==> config.mk <==
export PLATFORM = sky130hd
export DESIGN_NAME = tw_control
export DESIGN_NICKNAME = d
export VERILOG_FILES = /design/src/tw_sync.v /design/src/tw_control.v
export VERILOG_INCLUDE_DIRS = /design/src
export SDC_FILE = /design/constraint.sdc
export NUM_CORES = 1
export LEC_CHECK = 0
export BUFFER_PORTS_ARGS = -buffer_cell sky130_fd_sc_hd__buf_2
export CORE_MARGIN = 3
export CORE_UTILIZATION = 38
export CTS_CLUSTER_SIZE = 8
export DETAILED_ROUTE_END_ITERATION = 8
export GPL_TIMING_DRIVEN = 1
export PLACE_DENSITY_LB_ADDON = 0.12
export SLEW_MARGIN = 10
export SYNTH_ARGS = -nofsm -noshare
export SYNTH_HDL_FRONTEND = slang
export SYNTH_HIERARCHICAL = 1
export SYNTH_SLANG_ARGS = --single-unit
==> constraint.sdc <==
create_clock -name REF_CLK_I -period 4.9 [get_ports REF_CLK_I]
set_input_delay 0.245 -clock REF_CLK_I [delete_from_list [all_inputs] [get_ports REF_CLK_I]]
set_output_delay 0.245 -clock REF_CLK_I [all_outputs]
set_load 0.05 [all_outputs]
==> src/tw_regs.vh <==
// Purpose: Constants for the three-wire control block of the receiver front end
// Assumes: Bits shift in LSB first, address bits arrive last
// Notes:   Bit numbers below are global register bit numbers minus the register base
// Function
// RULE1: Flag multipath when field drop exceeds threshold; optionally mute audio.
// RULE2: Canceller control bit 0 enables muting on multipath; 1 disables it.
// RULE3: Canceller threshold 0000 off, 0001 low, 0011 -33, 0111 -14, 1111 -9 dB.
// RULE4: Canceller sensitivity acts only when band bit selects FM or weather band.
// RULE5: Multipath alert enable bit gates the alert onto the alert pin.
// RULE6: Alert pin selected by stop-enable and band bits, sources active low; with both bits set the code drives the pin low only for stop without alert.
// RULE7: AM noise blanker enabled by its enable bit.
// RULE8: Enabled blanker mutes second IF when noise peak exceeds sensitivity level.
// RULE9: Blanker sensitivity 000 low, 011 normal, 111 high, steps between.
// RULE10: Each command carries one whole register, updated as a whole.
// RULE11: Register chosen by command length (8 or 24) plus three address bits.
// RULE12: Host frames each command with frame select held high throughout.
// RULE13: Host sends LSB first; the three address bits arrive last.
// RULE14: Data sampled on serial clock rising edges while frame select high.
// RULE15: Rising clock edges counted per frame give the command length.
// RULE16: Bus shared with a synthesizer; only own length/address pairs accepted.
// RULE17: Five registers: 24-bit at 100,101,111; 8-bit at 100,101.
// RULE18: Host writes zeros to test-mode bits.
// RULE19: Composite audio mute bit set mutes the composite audio output.
// RULE20: Sensor reset bit ties multipath and adjacent detector nodes to ground.
// RULE21: Register applied only at frame end with matching length and address.
// RULE22: Bits collect in a shift register; active registers untouched meanwhile.
`ifndef TW_REGS_VH
`define TW_REGS_VH
`define TW_LEN_SHORT     5'd8
`define TW_LEN_LONG      5'd24
`define TW_ADDR_100      3'h4
`define TW_ADDR_101      3'h5
`define TW_ADDR_111      3'h7
`define TW_DATA_LONG_W   21
`define TW_DATA_SHORT_W  5
// Fields of the 24-bit register at 100 (base bit 73)
`define TW_SRCH_STOP_BIT 15
`define TW_BAND_BIT      19
`define TW_MNC_THR_LSB   8
`define TW_NB_SENS_LSB   12
// Fields of the 8-bit register at 100 (base bit 5)
`define TW_NB_EN_BIT     0
`define TW_SENS_RST_BIT  1
`define TW_AUD_MUTE_BIT  2
`define TW_MNC_DIS_BIT   3
// Field of the 8-bit register at 101 (base bit 0)
`define TW_MP_ALERT_BIT  4
// Reset values
`define TW_RST_LONG      21'h000000
`define TW_RST_SHORT     5'h00
`endif

==> src/tw_sync.v <==
// Purpose: Two-flop synchroniser for one pin
// Assumes: Input is asynchronous to clk_i
// Notes:   First stage feeds only the second
`default_nettype none
module tw_sync (
   // Clock and reset
   input  wire clk_i,
   input  wire rst_i,
   // Data
   input  wire d_i,
   output reg  q_o
);
   reg meta;
   always @(posedge clk_i or posedge rst_i) begin
      if (rst_i) begin
         meta <= 1'b0;
         q_o  <= 1'b0;
      end else begin
         meta <= d_i;
         q_o  <= meta;
      end
   end
endmodule
`default_nettype wire

==> src/tw_control.v <==
// Purpose: Three-wire bus receiver and control register file with derived controls
// Assumes: Bus pins asynchronous, sampled at 40 MHz; serial clock much slower
// Notes:   Analog detector results arrive as pins and are synchronised here
`include "tw_regs.vh"
`default_nettype none
module tw_control (
   // Clock and reset
   input  wire        REF_CLK_I,
   input  wire        RST_I,
   // Three-wire bus
   input  wire        BUS_EN_I,
   input  wire        BUS_CLK_I,
   input  wire        BUS_DATA_I,
   // Detector results
   input  wire        FIELD_DROP_I,
   input  wire        SEARCH_STOP_I,
   input  wire        NOISE_PEAK_I,
   // Control outputs
   output reg         MULTIPATH_ALERT_O,
   output reg         ALERT_PIN_O,
   output reg         COMPOSITE_AUDIO_MUTE_O,
   output reg         SENSOR_RESET_O,
   output reg         BLANKER_EN_O,
   output reg         IF2_MUTE_O,
   output reg  [2:0]  BLANKER_LEVEL_O,
   output reg  [3:0]  MNC_THRESHOLD_O,
   output reg  [2:0]  MNC_SENS_O,
   output reg  [20:0] SEARCH_MP_CFG_O,
   output reg  [20:0] DEMOD_CFG_O,
   output reg  [20:0] OSC_CFG_O,
   output reg  [4:0]  ALERT_BW_CFG_O
);
   localparam MNC_OFF    = 3'd0;
   localparam MNC_LOW    = 3'd1;
   localparam MNC_M33    = 3'd2;
   localparam MNC_NORMAL = 3'd3;
   localparam MNC_HIGH   = 3'd4;

   wire        en_s;
   wire        sck_s;
   wire        sda_s;
   wire        drop_s;
   wire        stop_s;
   wire        peak_s;
   reg         en_d;
   reg         sck_d;
   reg  [23:0] shift;
   reg  [5:0]  count;
   reg  [20:0] reg_a100;
   reg  [20:0] reg_a101;
   reg  [20:0] reg_a111;
   reg  [4:0]  reg_b100;
   reg  [4:0]  reg_b101;
   reg         mp_flag;
   reg         alert_sel;
   reg  [2:0]  next_mnc_sens;

   tw_sync u_en   (.clk_i(REF_CLK_I), .rst_i(RST_I), .d_i(BUS_EN_I),      .q_o(en_s));
   tw_sync u_sck  (.clk_i(REF_CLK_I), .rst_i(RST_I), .d_i(BUS_CLK_I),     .q_o(sck_s));
   tw_sync u_sda  (.clk_i(REF_CLK_I), .rst_i(RST_I), .d_i(BUS_DATA_I),    .q_o(sda_s));
   tw_sync u_drop (.clk_i(REF_CLK_I), .rst_i(RST_I), .d_i(FIELD_DROP_I),  .q_o(drop_s));
   tw_sync u_stop (.clk_i(REF_CLK_I), .rst_i(RST_I), .d_i(SEARCH_STOP_I), .q_o(stop_s));
   tw_sync u_peak (.clk_i(REF_CLK_I), .rst_i(RST_I), .d_i(NOISE_PEAK_I),  .q_o(peak_s));

   wire sck_rise = sck_s & ~sck_d;
   wire en_rise  = en_s & ~en_d;
   wire en_fall  = ~en_s & en_d;
   // Address bits arrive last, so they sit at the top of whichever length was sent
   wire [2:0] addr_long  = shift[23:21];
   wire [2:0] addr_short = shift[23:21];

   // Serial receive; clock edges outside the frame are ignored
   always @(posedge REF_CLK_I or posedge RST_I) begin
      if (RST_I) begin
         en_d  <= 1'b0;
         sck_d <= 1'b0;
         shift <= 24'h000000;
         count <= 6'h00;
      end else begin
         en_d  <= en_s;
         sck_d <= sck_s;
         if (en_rise) begin
            count <= 6'h00;
         end else if (en_s && sck_rise) begin
            shift <= {sda_s, shift[23:1]}; // RULE14 RULE22
            if (count != 6'h3f) begin
               count <= count + 6'h01; // RULE15
            end
         end
      end
   end

   // Whole-register update at frame end only on own length and address
   always @(posedge REF_CLK_I or posedge RST_I) begin
      if (RST_I) begin
         reg_a100 <= `TW_RST_LONG;
         reg_a101 <= `TW_RST_LONG;
         reg_a111 <= `TW_RST_LONG;
         reg_b100 <= `TW_RST_SHORT;
         reg_b101 <= `TW_RST_SHORT;
      end else if (en_fall) begin // RULE21
         if (count == {1'b0, `TW_LEN_LONG}) begin // RULE11
            if (addr_long == `TW_ADDR_100) begin // RULE17
               reg_a100 <= shift[20:0]; // RULE10
            end else if (addr_long == `TW_ADDR_101) begin
               reg_a101 <= shift[20:0];
            end else if (addr_long == `TW_ADDR_111) begin
               reg_a111 <= shift[20:0];
            end
         end else if (count == {1'b0, `TW_LEN_SHORT}) begin
            // Unmatched pairs belong to the synthesizer on the same bus
            if (addr_short == `TW_ADDR_100) begin // RULE16
               reg_b100 <= shift[20:16];
            end else if (addr_short == `TW_ADDR_101) begin
               reg_b101 <= shift[20:16];
            end
         end
      end
   end

   // Threshold code decode; codes between named steps round down
   always @* begin
      next_mnc_sens = MNC_OFF;
      if (reg_a100[`TW_BAND_BIT]) begin // RULE4
         case (reg_a100[`TW_MNC_THR_LSB +: 4]) // RULE3
            4'h0:    next_mnc_sens = MNC_OFF;
            4'h1:    next_mnc_sens = MNC_LOW;
            4'h2:    next_mnc_sens = MNC_LOW;
            4'h3:    next_mnc_sens = MNC_M33;
            4'h7:    next_mnc_sens = MNC_NORMAL;
            4'hf:    next_mnc_sens = MNC_HIGH;
            default: next_mnc_sens = (reg_a100[`TW_MNC_THR_LSB + 3]) ? MNC_NORMAL : MNC_M33;
         endcase
      end
   end

   always @* begin
      // Multipath sensing is off when canceller is off or in AM
      mp_flag   = drop_s & (next_mnc_sens != MNC_OFF); // RULE1
      alert_sel = reg_b101[`TW_MP_ALERT_BIT] & mp_flag; // RULE5
   end

   always @(posedge REF_CLK_I or posedge RST_I) begin
      if (RST_I) begin
         MULTIPATH_ALERT_O      <= 1'b0;
         ALERT_PIN_O            <= 1'b1;
         COMPOSITE_AUDIO_MUTE_O <= 1'b0;
         SENSOR_RESET_O         <= 1'b0;
         BLANKER_EN_O           <= 1'b0;
         IF2_MUTE_O             <= 1'b0;
         BLANKER_LEVEL_O        <= 3'h0;
         MNC_THRESHOLD_O        <= 4'h0;
         MNC_SENS_O             <= 3'h0;
         SEARCH_MP_CFG_O        <= `TW_RST_LONG;
         DEMOD_CFG_O            <= `TW_RST_LONG;
         OSC_CFG_O              <= `TW_RST_LONG;
         ALERT_BW_CFG_O         <= `TW_RST_SHORT;
      end else begin
         MULTIPATH_ALERT_O <= mp_flag; // RULE1
         // Alert pin: stop treated as active high; alert active high alone, active low when paired with stop
         case ({reg_a100[`TW_SRCH_STOP_BIT], reg_a100[`TW_BAND_BIT]}) // RULE6
            2'b00:   ALERT_PIN_O <= 1'b1;
            2'b01:   ALERT_PIN_O <= ~alert_sel;
            2'b10:   ALERT_PIN_O <= ~stop_s;
            default: ALERT_PIN_O <= ~(stop_s & ~alert_sel);
         endcase
         COMPOSITE_AUDIO_MUTE_O <= reg_b100[`TW_AUD_MUTE_BIT] // RULE19
                                 | (~reg_b100[`TW_MNC_DIS_BIT] & mp_flag); // RULE2
         SENSOR_RESET_O  <= reg_b100[`TW_SENS_RST_BIT]; // RULE20
         BLANKER_EN_O    <= reg_b100[`TW_NB_EN_BIT]; // RULE7
         IF2_MUTE_O      <= reg_b100[`TW_NB_EN_BIT] & peak_s; // RULE8
         BLANKER_LEVEL_O <= reg_a100[`TW_NB_SENS_LSB +: 3]; // RULE9
         MNC_THRESHOLD_O <= reg_a100[`TW_MNC_THR_LSB +: 4];
         MNC_SENS_O      <= next_mnc_sens;
         SEARCH_MP_CFG_O <= reg_a100;
         DEMOD_CFG_O     <= reg_a101;
         OSC_CFG_O       <= reg_a111;
         ALERT_BW_CFG_O  <= reg_b101;
      end
   end
endmodule
`default_nettype wire

==> results.yml, run 1 <==
grt:
  grt_usage: 0.130
  grt_pass1_vias: 3259
  grtUsageMet3: 0.0337
  use_met1: 0.177
  busiest_layer: "met2"
  grt-ovfl-total: 0
  antenna_found_initial: 0
  grt_pass1_wl_microns: 18100
  use_met2: 0.196
  grt_max_degree: 66
synth:
  synth_edf_count: 0
  synth-async-reset-ratio: 1.00
  synth_area_leaders: "dfrtp_1, mux2_2, mux2_1"
  syn_area_per_cell_sq_um: 17.1
  synth_warnings: 6
  yosys.area.top_type_share: 0.744
  synthCells: 377
  yosysSeqAreaShare: 0.748
  synth-seq-cells: 193
  ys_types: 35
  synth_area_leader_cell: "dfrtp_1"
  ys.flop_type: "dfrtp_1"
  netlist_area_sq_um: 6460
  syn-num-nets: 387
sta:
  timing.final.ws_setup_ps: 2450
  fin_worst_hold_slack_ps: 307
  min_period_ps: 2450
  fin_crit_sh: 0.500
  setup_violations: 0
  final_hold_viol_count: 0
  rsz0062_at_grt: "false"
  fin_skew_ps: 7.55
  drv_slew: 0
  finalSetupTns_ps: 0
  slew_headroom: 0.176
  max_freq_mhz: 408
  worst_slew_pin_slew_ps: 1230
clocking:
  clk_latency_ps: 420
  clk_pin_slew_ps: 70
  h-tree-depth: 4
  cts_buffers: 17
  cts.path.max_buffers: 2
  postCtsHoldBufs: 7
  ctsRootBufferMaster: "clkbuf_16"
  post-cts-setup-buffers: 0
  clock-sinks: 193
  cts_tree: "yes"
  cts-resized-gates: 0
route:
  ant_nets: 0
  dr.first_iter.drc_count: 138
  totalWireLength_microns: 11300
  drc_errors: 0
  vias: 3280
  route.detailed.wl_per_inst_microns: 15.7
  drtPass1Iterations: 4
  vias_per_cell: 4.57
place:
  portBuffers: 91
  gp_congestion: 0.708
  place_ws_ps: 2450
  dpl_cell_area_sq_um: 7130
  dp_hpwl_microns: 7280
critical_path:
  critPathMaxFanout: 21
  critPathSlowestCell: "nor2_2"
  path_cells: "nor3b_2 > nand4_1 > nor2_2 > mux2_2"
  worst-r2r-cell-count: 4
  cp-start-kind: "flop"
  critPathArrivalTime_ps: 2750
  slowest_delay_ps: 980
  end_kind: "flop"
  worstSetupPathType: "reg2reg"
  required_ps: 5200
final_layout:
  nets: 494
  area_delta_synth_final_pct: 20.4
  diodes: 0
  final_area_sq_um: 7770
  layout-drive-gt1-share: 0.453
  utilization: 0.469
  fillCellCount: 1504
power:
  p_sw_uw: 650
  power.share.clock: 0.439
  seqPwrFrac: 0.537
  ir_drop_mv: 0.238
  pwr-share-comb: 0.024
  switching_share: 0.213
  powerDensity_nw_per_um2: 393
  p_int_uw: 2410
  p_leak_uw: 0.00421
hold_path:
  hp-class: "in2async"
die:
  start_util: 0.389
  ios: 92
  dieArea_sq_um: 18600
  core_sq_um: 16600
  dieWidth_microns: 136
  core.rowCount: 47
  die_y_microns: 136
run_status:
  status: "finished, final reports clean"
job:
  cap_violations: 0
Yosys cell counts (2+ instances only):
cell      number
nor2_1         6
nand4_1        2
o21ai_0        3
and3_1         3
inv_1         14
mux2_1         9
nand3b_1       2
and2_1         2
nor2b_1        4
a31oi_1        2
nand2b_1       2
nor2_2         2
buf_2          2
nand3_1        4
ha_1           2
mux2_2        88
buf_4         13
a21oi_1        2
nand2_1        8
dfrtp_1      192
flip-flops by register name (all words and copies together), names as in the netlist, 3 cells and up:
| register | count |
|---|---|
| ALERT_BW_CFG_O | 5 |
| reg_b100 | 4 |
| reg_a100 | 21 |
| OSC_CFG_O | 21 |
| MNC_SENS_O | 3 |
| reg_b101 | 5 |
| DEMOD_CFG_O | 21 |
| count | 6 |
| reg_a101 | 21 |
| shift | 24 |
| SEARCH_MP_CFG_O | 21 |
| reg_a111 | 21 |
cell type report:
| class | instances | area (sq um) | area share |
|---|---|---|---|
| Sequential cell | 193 | 4830 | 0.622 |
| Multi-Input combinational cell | 155 | 1470 | 0.189 |
| Timing Repair Buffer | 103 | 563 | 0.0724 |
| Clock buffer | 18 | 439 | 0.0565 |
| Tap cell | 220 | 275 | 0.0354 |
| Clock inverter | 14 | 138 | 0.0177 |
| Inverter | 14 | 56.3 | 0.00724 |
worst max-delay path: cells and delay by family, from the launching register on:
family,cells,cell delay (ps)
muxes,1,430
DFF,1,480
and+or+nand+nor,3,1430
placed cells by master, fill, tap and decap left out, drive strengths merged:
cell,instances
maj3,1
nand2,8
nor4b,1
a22o,1
o21ai,3
nand3b,2
dfstp,1
mux2,97
clkinvlp,2
and2,2
nor2,8
o221a,1
a31oi,2
nand4,2
inv,15
a311oi,1
nand2b,2
dlygate4sd3,7
xor2,1
a21boi,1
nand3,4
nor3b,2
a21o,1
clkinv,9
nor2b,5
and3,3
a32o,1
nor3,1
clkbuf,18
a211oi,1
buf,96
a21oi,2
dfrtp,192
bufinv,2
ha,2
layer usage:
metal	up-vias	part of all wire	routed length [microns]
met3	18	0.039	437
li1	1506	-	-
met2	70	0.48	5380
met5	-	0	0
met1	1686	0.47	5260
met4	0	0.018	208
cell families (layout without fill, tap and decap cells):
family,count (synthesis),after routing,share of synthesized area
compound gates,14,14,0.0153
xor+xnor,1,1,0.00136
fa+ha+maj,3,3,0.00543
buf+inv,29,149,0.0248
flops,193,193,0.748
mux,97,97,0.169
simple gates,40,40,0.0357
per-stage QoR:
step / std cells / total power (uW)
CTS: 717 / 3100
floorplan: 377 / 1710
global placement: 678 / 1740
detailed placement: 678 / 1740
global route: 717 / 3180
finish: 717 / 3050
power groups by stage:
stage	Sequential (uW)	Clock, uW	Combinational, uW
final	1640	1340	72.1
after CTS	1640	1380	75.4
after detailed placement	1670	0	71.1
after floorplan	1660	0	52.3
after global routing	1640	1450	83.3
after global placement	1670	0	69.7
final timing paths:
check                                 startpoint  slack, ps                             to
max                           u_en/q_o$_DFF_PP0_       2450       reg_a101[19]$_DFFE_PP0P_
min                                        RST_I        310           u_sck/meta$_DFF_PP0_
max reg2reg                   u_en/q_o$_DFF_PP0_       2450       reg_a101[19]$_DFFE_PP0P_
min reg2reg                u_stop/meta$_DFF_PP0_        350           u_stop/q_o$_DFF_PP0_
max in group asynchronous                  RST_I       3510  SEARCH_MP_CFG_O[12]$_DFF_PP0_
min in group REF_CLK_I     u_stop/meta$_DFF_PP0_        350           u_stop/q_o$_DFF_PP0_
No activity file was read; power rests on OpenSTA's default activity.
==> run 2, diff against run 1 <==
--- a/config.mk
+++ b/config.mk
@@ -6,6 +6,7 @@
 export SDC_FILE = /design/constraint.sdc
 export NUM_CORES = 1
 export LEC_CHECK = 0
+export ABC_AREA = 1
 export BUFFER_PORTS_ARGS = -buffer_cell sky130_fd_sc_hd__buf_2
 export CORE_MARGIN = 3
 export CORE_UTILIZATION = 38
==> constraint.sdc (replaced) <==
create_clock -name REF_CLK_I -period 2.45 [get_ports REF_CLK_I]
set_input_delay 0.1225 -clock REF_CLK_I [delete_from_list [all_inputs] [get_ports REF_CLK_I]]
set_output_delay 0.1225 -clock REF_CLK_I [all_outputs]
set_load 0.05 [all_outputs]
==> results.yml, run 2 <==
clocking:
  cts-resized-gates: 0
  postCtsHoldBufs: 7
  post-cts-setup-buffers: 0
  h-tree-depth: 4
  clk_pin_slew_ps: 70
  cts.path.max_buffers: 2
  cts_tree: "yes"
  clk_latency_ps: 430
  clock-sinks: 193
  cts_buffers: 17
  ctsRootBufferMaster: "clkbuf_16"
critical_path:
  reg2reg_setup_slack_ps: 620
  required_ps: 2740
  r2r-end: "reg_a111[12]$_DFFE_PP0P_"
  critPathMaxFanout: 42
  end_kind: "flop"
  startpoint: "count[0]$_DFFE_PP0P_"
  worst-r2r-cell-count: 8
  cp-start-kind: "flop"
  regToRegStartpoint: "count[0]$_DFFE_PP0P_"
  worstSetupPathType: "reg2reg"
  critPathArrivalTime_ps: 2130
route:
  totalWireLength_microns: 11800
  drtPass1Iterations: 4
  ant_nets: 0
  vias_per_cell: 4.53
  dr.first_iter.drc_count: 219
  drc_errors: 0
  vias: 3953
  route.detailed.wl_per_inst_microns: 13.5
synth:
  synth_area_leader_cell: "dfrtp_1"
  synth-seq-cells: 193
  yosys-top-cells-count: "dfrtp_1, nand2_1, inv_1"
  synth_warnings: 6
  synth-async-reset-ratio: 1.00
  ys_types: 21
  synth_area_leaders: "dfrtp_1, nand2_1, o21ai_2"
  synthCells: 539
  synth_edf_count: 0
  syn-num-nets: 549
  syn_area_per_cell_sq_um: 12.2
  synth.most_common_cell: "dfrtp_1"
  netlist_area_sq_um: 6580
  yosysSeqAreaShare: 0.735
  ys.flop_type: "dfrtp_1"
  yosys.area.top_type_share: 0.731
place:
  portBuffers: 91
  gp_congestion: 0.770
  dp_hpwl_microns: 7860
  dpl_cell_area_sq_um: 7230
die:
  ios: 92
  start_util: 0.392
  dieWidth_microns: 138
  core_sq_um: 16800
  dieArea_sq_um: 18900
  die_y_microns: 138
  core.rowCount: 47
power:
  powerDensity_nw_per_um2: 824
  power_uw: 6540
  ir_drop_mv: 0.497
  p_leak_uw: 0.00410
sta:
  drv_slew: 0
  max_freq_mhz: 545
  rsz0062_at_grt: "false"
  fin_crit_sh: 0.749
  finalSetupTns_ps: 0
  worst_slew_pin_slew_ps: 770
  slew_headroom: 0.485
  setup_violations: 0
  fin_skew_ps: 11.5
  final_hold_viol_count: 0
  min_period_ps: 1830
grt:
  grt_pass1_vias: 3834
  grt-ovfl-total: 0
  antenna_found_initial: 0
  grt_usage: 0.136
  grt_max_degree: 49
  grt_pass1_wl_microns: 19700
final_layout:
  largest_reg_flops: 24
  diodes: 0
  layout_common_cells: "dfrtp_1, nand2_1, buf_2"
  final_common_cell: "dfrtp_1"
  area_delta_synth_final_pct: 20.6
  top_register: "shift"
  final_area_sq_um: 7930
  layout-drive-gt1-share: 0.259
  nets: 650
  fillCellCount: 1558
hold_path:
  hp-class: "in2async"
run_status:
  status: "finished, final reports clean"
job:
  cap_violations: 0
run 2: power breakdown:
part	internal, uW	leakage [uW]	total, uW	switching, uW
combinational	79.7	0.00115	282	202
sequential	3260	0.00265	3340	82.0
clock	1770	0.000311	2910	1140
total	5110	0.00410	6540	1430
run 2: through the flow:
stage,hold slack (ps),utilization,instances,setup slack (ps)
after detailed placement,70.2,0.431,834,646
after global routing,165,0.473,873,411
final,168,0.473,873,616
after global placement,58.5,0.431,834,693
after CTS,152,0.473,873,618
after floorplan,-136,-,539,5.74
run 2: cells by family (layout without fill, tap and decap cells):
group | Yosys count | count (layout) | synth area share
flip-flops | 193 | 193 | 0.735
buffers and inverters | 76 | 190 | 0.0598
XOR/XNOR | 3 | 3 | 0.00400
AND/OR/NAND/NOR | 162 | 162 | 0.102
AO/OA/AOI/OAI | 103 | 103 | 0.0961
adder cells (fa/ha/maj) | 2 | 2 | 0.00381
run 2: routing by layer:
metal / global-route usage / part of all wire
met5: 0 / 0
met4: 0.0649 / 0.017
met3: 0.0325 / 0.046
met2: 0.203 / 0.47
met1: 0.190 / 0.47
run 2: final cells by class:
class	instances	area, sq um	share of cell area
tap	220	275	0.0347
inverter	52	199	0.0251
clock buffer	20	457	0.0576
multi-input combinational	270	1360	0.171
timing repair buffer	106	636	0.0801
sequential	193	4830	0.609
clock inverter	12	178	0.0224
run 2: worst max-delay path by stage:
stage,cells after the start,endpoint
detailed placement,8,reg_a111[3]$_DFFE_PP0P_
finish,8,reg_a111[12]$_DFFE_PP0P_
global route,8,reg_b101[1]$_DFFE_PP0P_
global placement,8,reg_a111[3]$_DFFE_PP0P_
floorplan,1,ALERT_BW_CFG_O[0]$_DFF_PP0_
CTS,8,reg_a111[3]$_DFFE_PP0P_
run 2: worst max-delay path, stage by stage, from the launching register on:
cell     delay (ps)
dfrtp_1         420
inv_1           130
ha_1            160
nand2_1         100
nor4_4          320
nand2_2          60
buf_4           300
nand2_1         140
o21ai_2          60
==> run 3, diff against run 2 <==
--- a/config.mk
+++ b/config.mk
@@ -6,7 +6,7 @@
 export SDC_FILE = /design/constraint.sdc
 export NUM_CORES = 1
 export LEC_CHECK = 0
-export ABC_AREA = 1
+export ABC_AREA = 0
 export BUFFER_PORTS_ARGS = -buffer_cell sky130_fd_sc_hd__buf_2
 export CORE_MARGIN = 3
 export CORE_UTILIZATION = 38
==> constraint.sdc (replaced) <==
create_clock -name REF_CLK_I -period 1.69 [get_ports REF_CLK_I]
set_input_delay 0.0845 -clock REF_CLK_I [delete_from_list [all_inputs] [get_ports REF_CLK_I]]
set_output_delay 0.0845 -clock REF_CLK_I [all_outputs]
set_load 0.05 [all_outputs]
==> results.yml, run 3 (synthesis gave the netlist of run 1 again) <==
critical_path:
  regToRegStartpoint: "count[2]$_DFFE_PP0P_"
  worst-r2r-cell-count: 7
  end_kind: "flop"
  path_buf_inv: 3
  cp-start-kind: "flop"
  worstSetupPathType: "reg2reg"
  reg2reg_setup_slack_ps: -80
  r2r-end: "reg_a100[18]$_DFFE_PP0P_"
  path_cells: "nor3b_2 > nand4_1 > buf_4 > nor2b_4 > buf_6 > buf_12 > mux2_4"
  critPathSlowestCell: "dfrtp_1"
  required_ps: 1990
  critPathArrivalTime_ps: 2070
  slowest_delay_ps: 400
  critPathMaxFanout: 5
  crit_family: "simple AND/OR/NAND/NOR gates"
route:
  totalWireLength_microns: 12200
  met1Wirelength_microns: 5650
  vias_per_cell: 4.59
  ant_nets: 0
  dr.first_iter.drc_count: 162
  vias: 3404
  dr_wl_met3_microns: 449
  top_layer: "met4"
  drtPass1Iterations: 4
  drc_errors: 0
  route.detailed.wl_per_inst_microns: 16.5
  met2_length_microns: 6000
final_layout:
  diodes: 0
  utilization: 0.502
  layout_common_cells: "dfrtp_1, buf_2, mux2_4"
  final_common_cell: "dfrtp_1"
  area_delta_synth_final_pct: 29.1
  layout-drive-gt1-share: 0.491
  top_register: "shift"
  nets: 518
  final_area_sq_um: 8330
  largest_reg_flops: 24
clocking:
  cts.path.max_buffers: 2
  clk_latency_ps: 420
  ctsRootBufferMaster: "clkbuf_16"
  h-tree-depth: 4
  cts_buffers: 17
  clk_pin_slew_ps: 70
  cts_tree: "yes"
  clock-sinks: 193
run_status:
  status: "finished, violations left"
  failed_checks: "setup timing"
die:
  die_y_microns: 136
  core_sq_um: 16600
  dieWidth_microns: 136
  core.rowCount: 47
  start_util: 0.389
  ios: 92
  dieArea_sq_um: 18600
grt:
  grt_max_degree: 78
  antenna_found_initial: 0
  grt_usage: 0.143
  grt_pass1_wl_microns: 20100
  grt_pass1_vias: 3550
  grt-ovfl-total: 0
sta:
  rsz0062_at_grt: "true"
  max_freq_mhz: 566
  fin_worst_hold_slack_ps: 131
  setup_violations: 55
  drv_slew: 0
  fin_skew_ps: 9.04
  min_period_ps: 1770
  slew_headroom: 0.624
  final_hold_viol_count: 0
  fin_crit_sh: 1.04
  worst_slew_pin_slew_ps: 564
  timing.final.ws_setup_ps: -75.9
power:
  powerDensity_nw_per_um2: 1070
  ir_drop_mv: 0.680
  power_uw: 8910
  p_leak_uw: 0.00441
place:
  dp_hpwl_microns: 7580
  portBuffers: 91
  gp_congestion: 0.740
  dpl_cell_area_sq_um: 7290
job:
  cap_violations: 0
hold_path:
  hp-class: "in2async"
[run 3: cell types whose count changed in the layout (fill, tap and decap cells not counted), moves of 5 or more]
cell	change
nand2_1	-117
mux2_4	+62
inv_1	-38
o21ai_0	-35
o21ai_1	-32
o21ai_2	-31
mux2_2	+30
buf_4	+14
nand3_1	-9
nor2_1	-7
mux2_1	+5
[run 3: per-stage QoR]
stage,setup WS (ps),cells,setup TNS [ps]
3_3_place_gp,-52.7,693,-1320
2_1_floorplan,-716,377,-129060
4_1_cts,-53.7,741,-1530
6_report,-75.9,741,-1800
5_1_grt,-161,741,-8140
3_5_place_dp,-97.2,693,-3370
[run 3: timing repair]
action                                 CTS  global route
setup endpoints to repair               62            72
gates resized for setup                 61            23
gates cloned                             3             0
hold buffers                             7             0
pin swaps                                3             3
endpoints found under the hold margin  190             0
buffers inserted                         6             1
[run 3: metal layers]
| layer | GRT usage | vias up |
|---|---|---|
| li1 | - | 1546 |
| met4 | 0.0454 | 0 |
| met2 | 0.222 | 66 |
| met3 | 0.0403 | 7 |
| met1 | 0.197 | 1785 |
| met5 | 0 | - |
[run 3: worst max path at each step]
stage,startpoint,end,slack [ps],cells past startpoint
finish,count[2]$_DFFE_PP0P_,reg_a100[18]$_DFFE_PP0P_,-80,7
global route,count[2]$_DFFE_PP0P_,reg_a100[18]$_DFFE_PP0P_,-160,7
CTS,u_en/q_o$_DFF_PP0_,reg_a111[6]$_DFFE_PP0P_,-50,6
detailed placement,u_en/q_o$_DFF_PP0_,reg_a101[16]$_DFFE_PP0P_,-100,5
global placement,count[5]$_DFFE_PP0P_,reg_a101[20]$_DFFE_PP0P_,-50,5
floorplan,RST_I,ALERT_BW_CFG_O[0]$_DFF_PP0_,-720,1
[run 3: layout make-up]
type / count / area (sq um)
Inverter: 14 / 56.3
Fill cell: 1452 / 8250
Timing Repair Buffer: 127 / 865
Multi-Input combinational cell: 155 / 1730
Sequential cell: 193 / 4830
Clock buffer: 19 / 443
Tap cell: 220 / 275
Clock inverter: 13 / 135
[run 3: worst min-delay path: cells and delay by family]
kind	cells	cell delay (ps)
buf+inv	3	810
[run 3: power breakdown]
part / internal [uW] / switching [uW] / total, uW / leakage [uW]
logic: 122 / 158 / 280 / 0.00148
clock network: 2220 / 1670 / 3890 / 0.000272
registers: 4680 / 63.9 / 4740 / 0.00265
total: 7020 / 1900 / 8910 / 0.00441
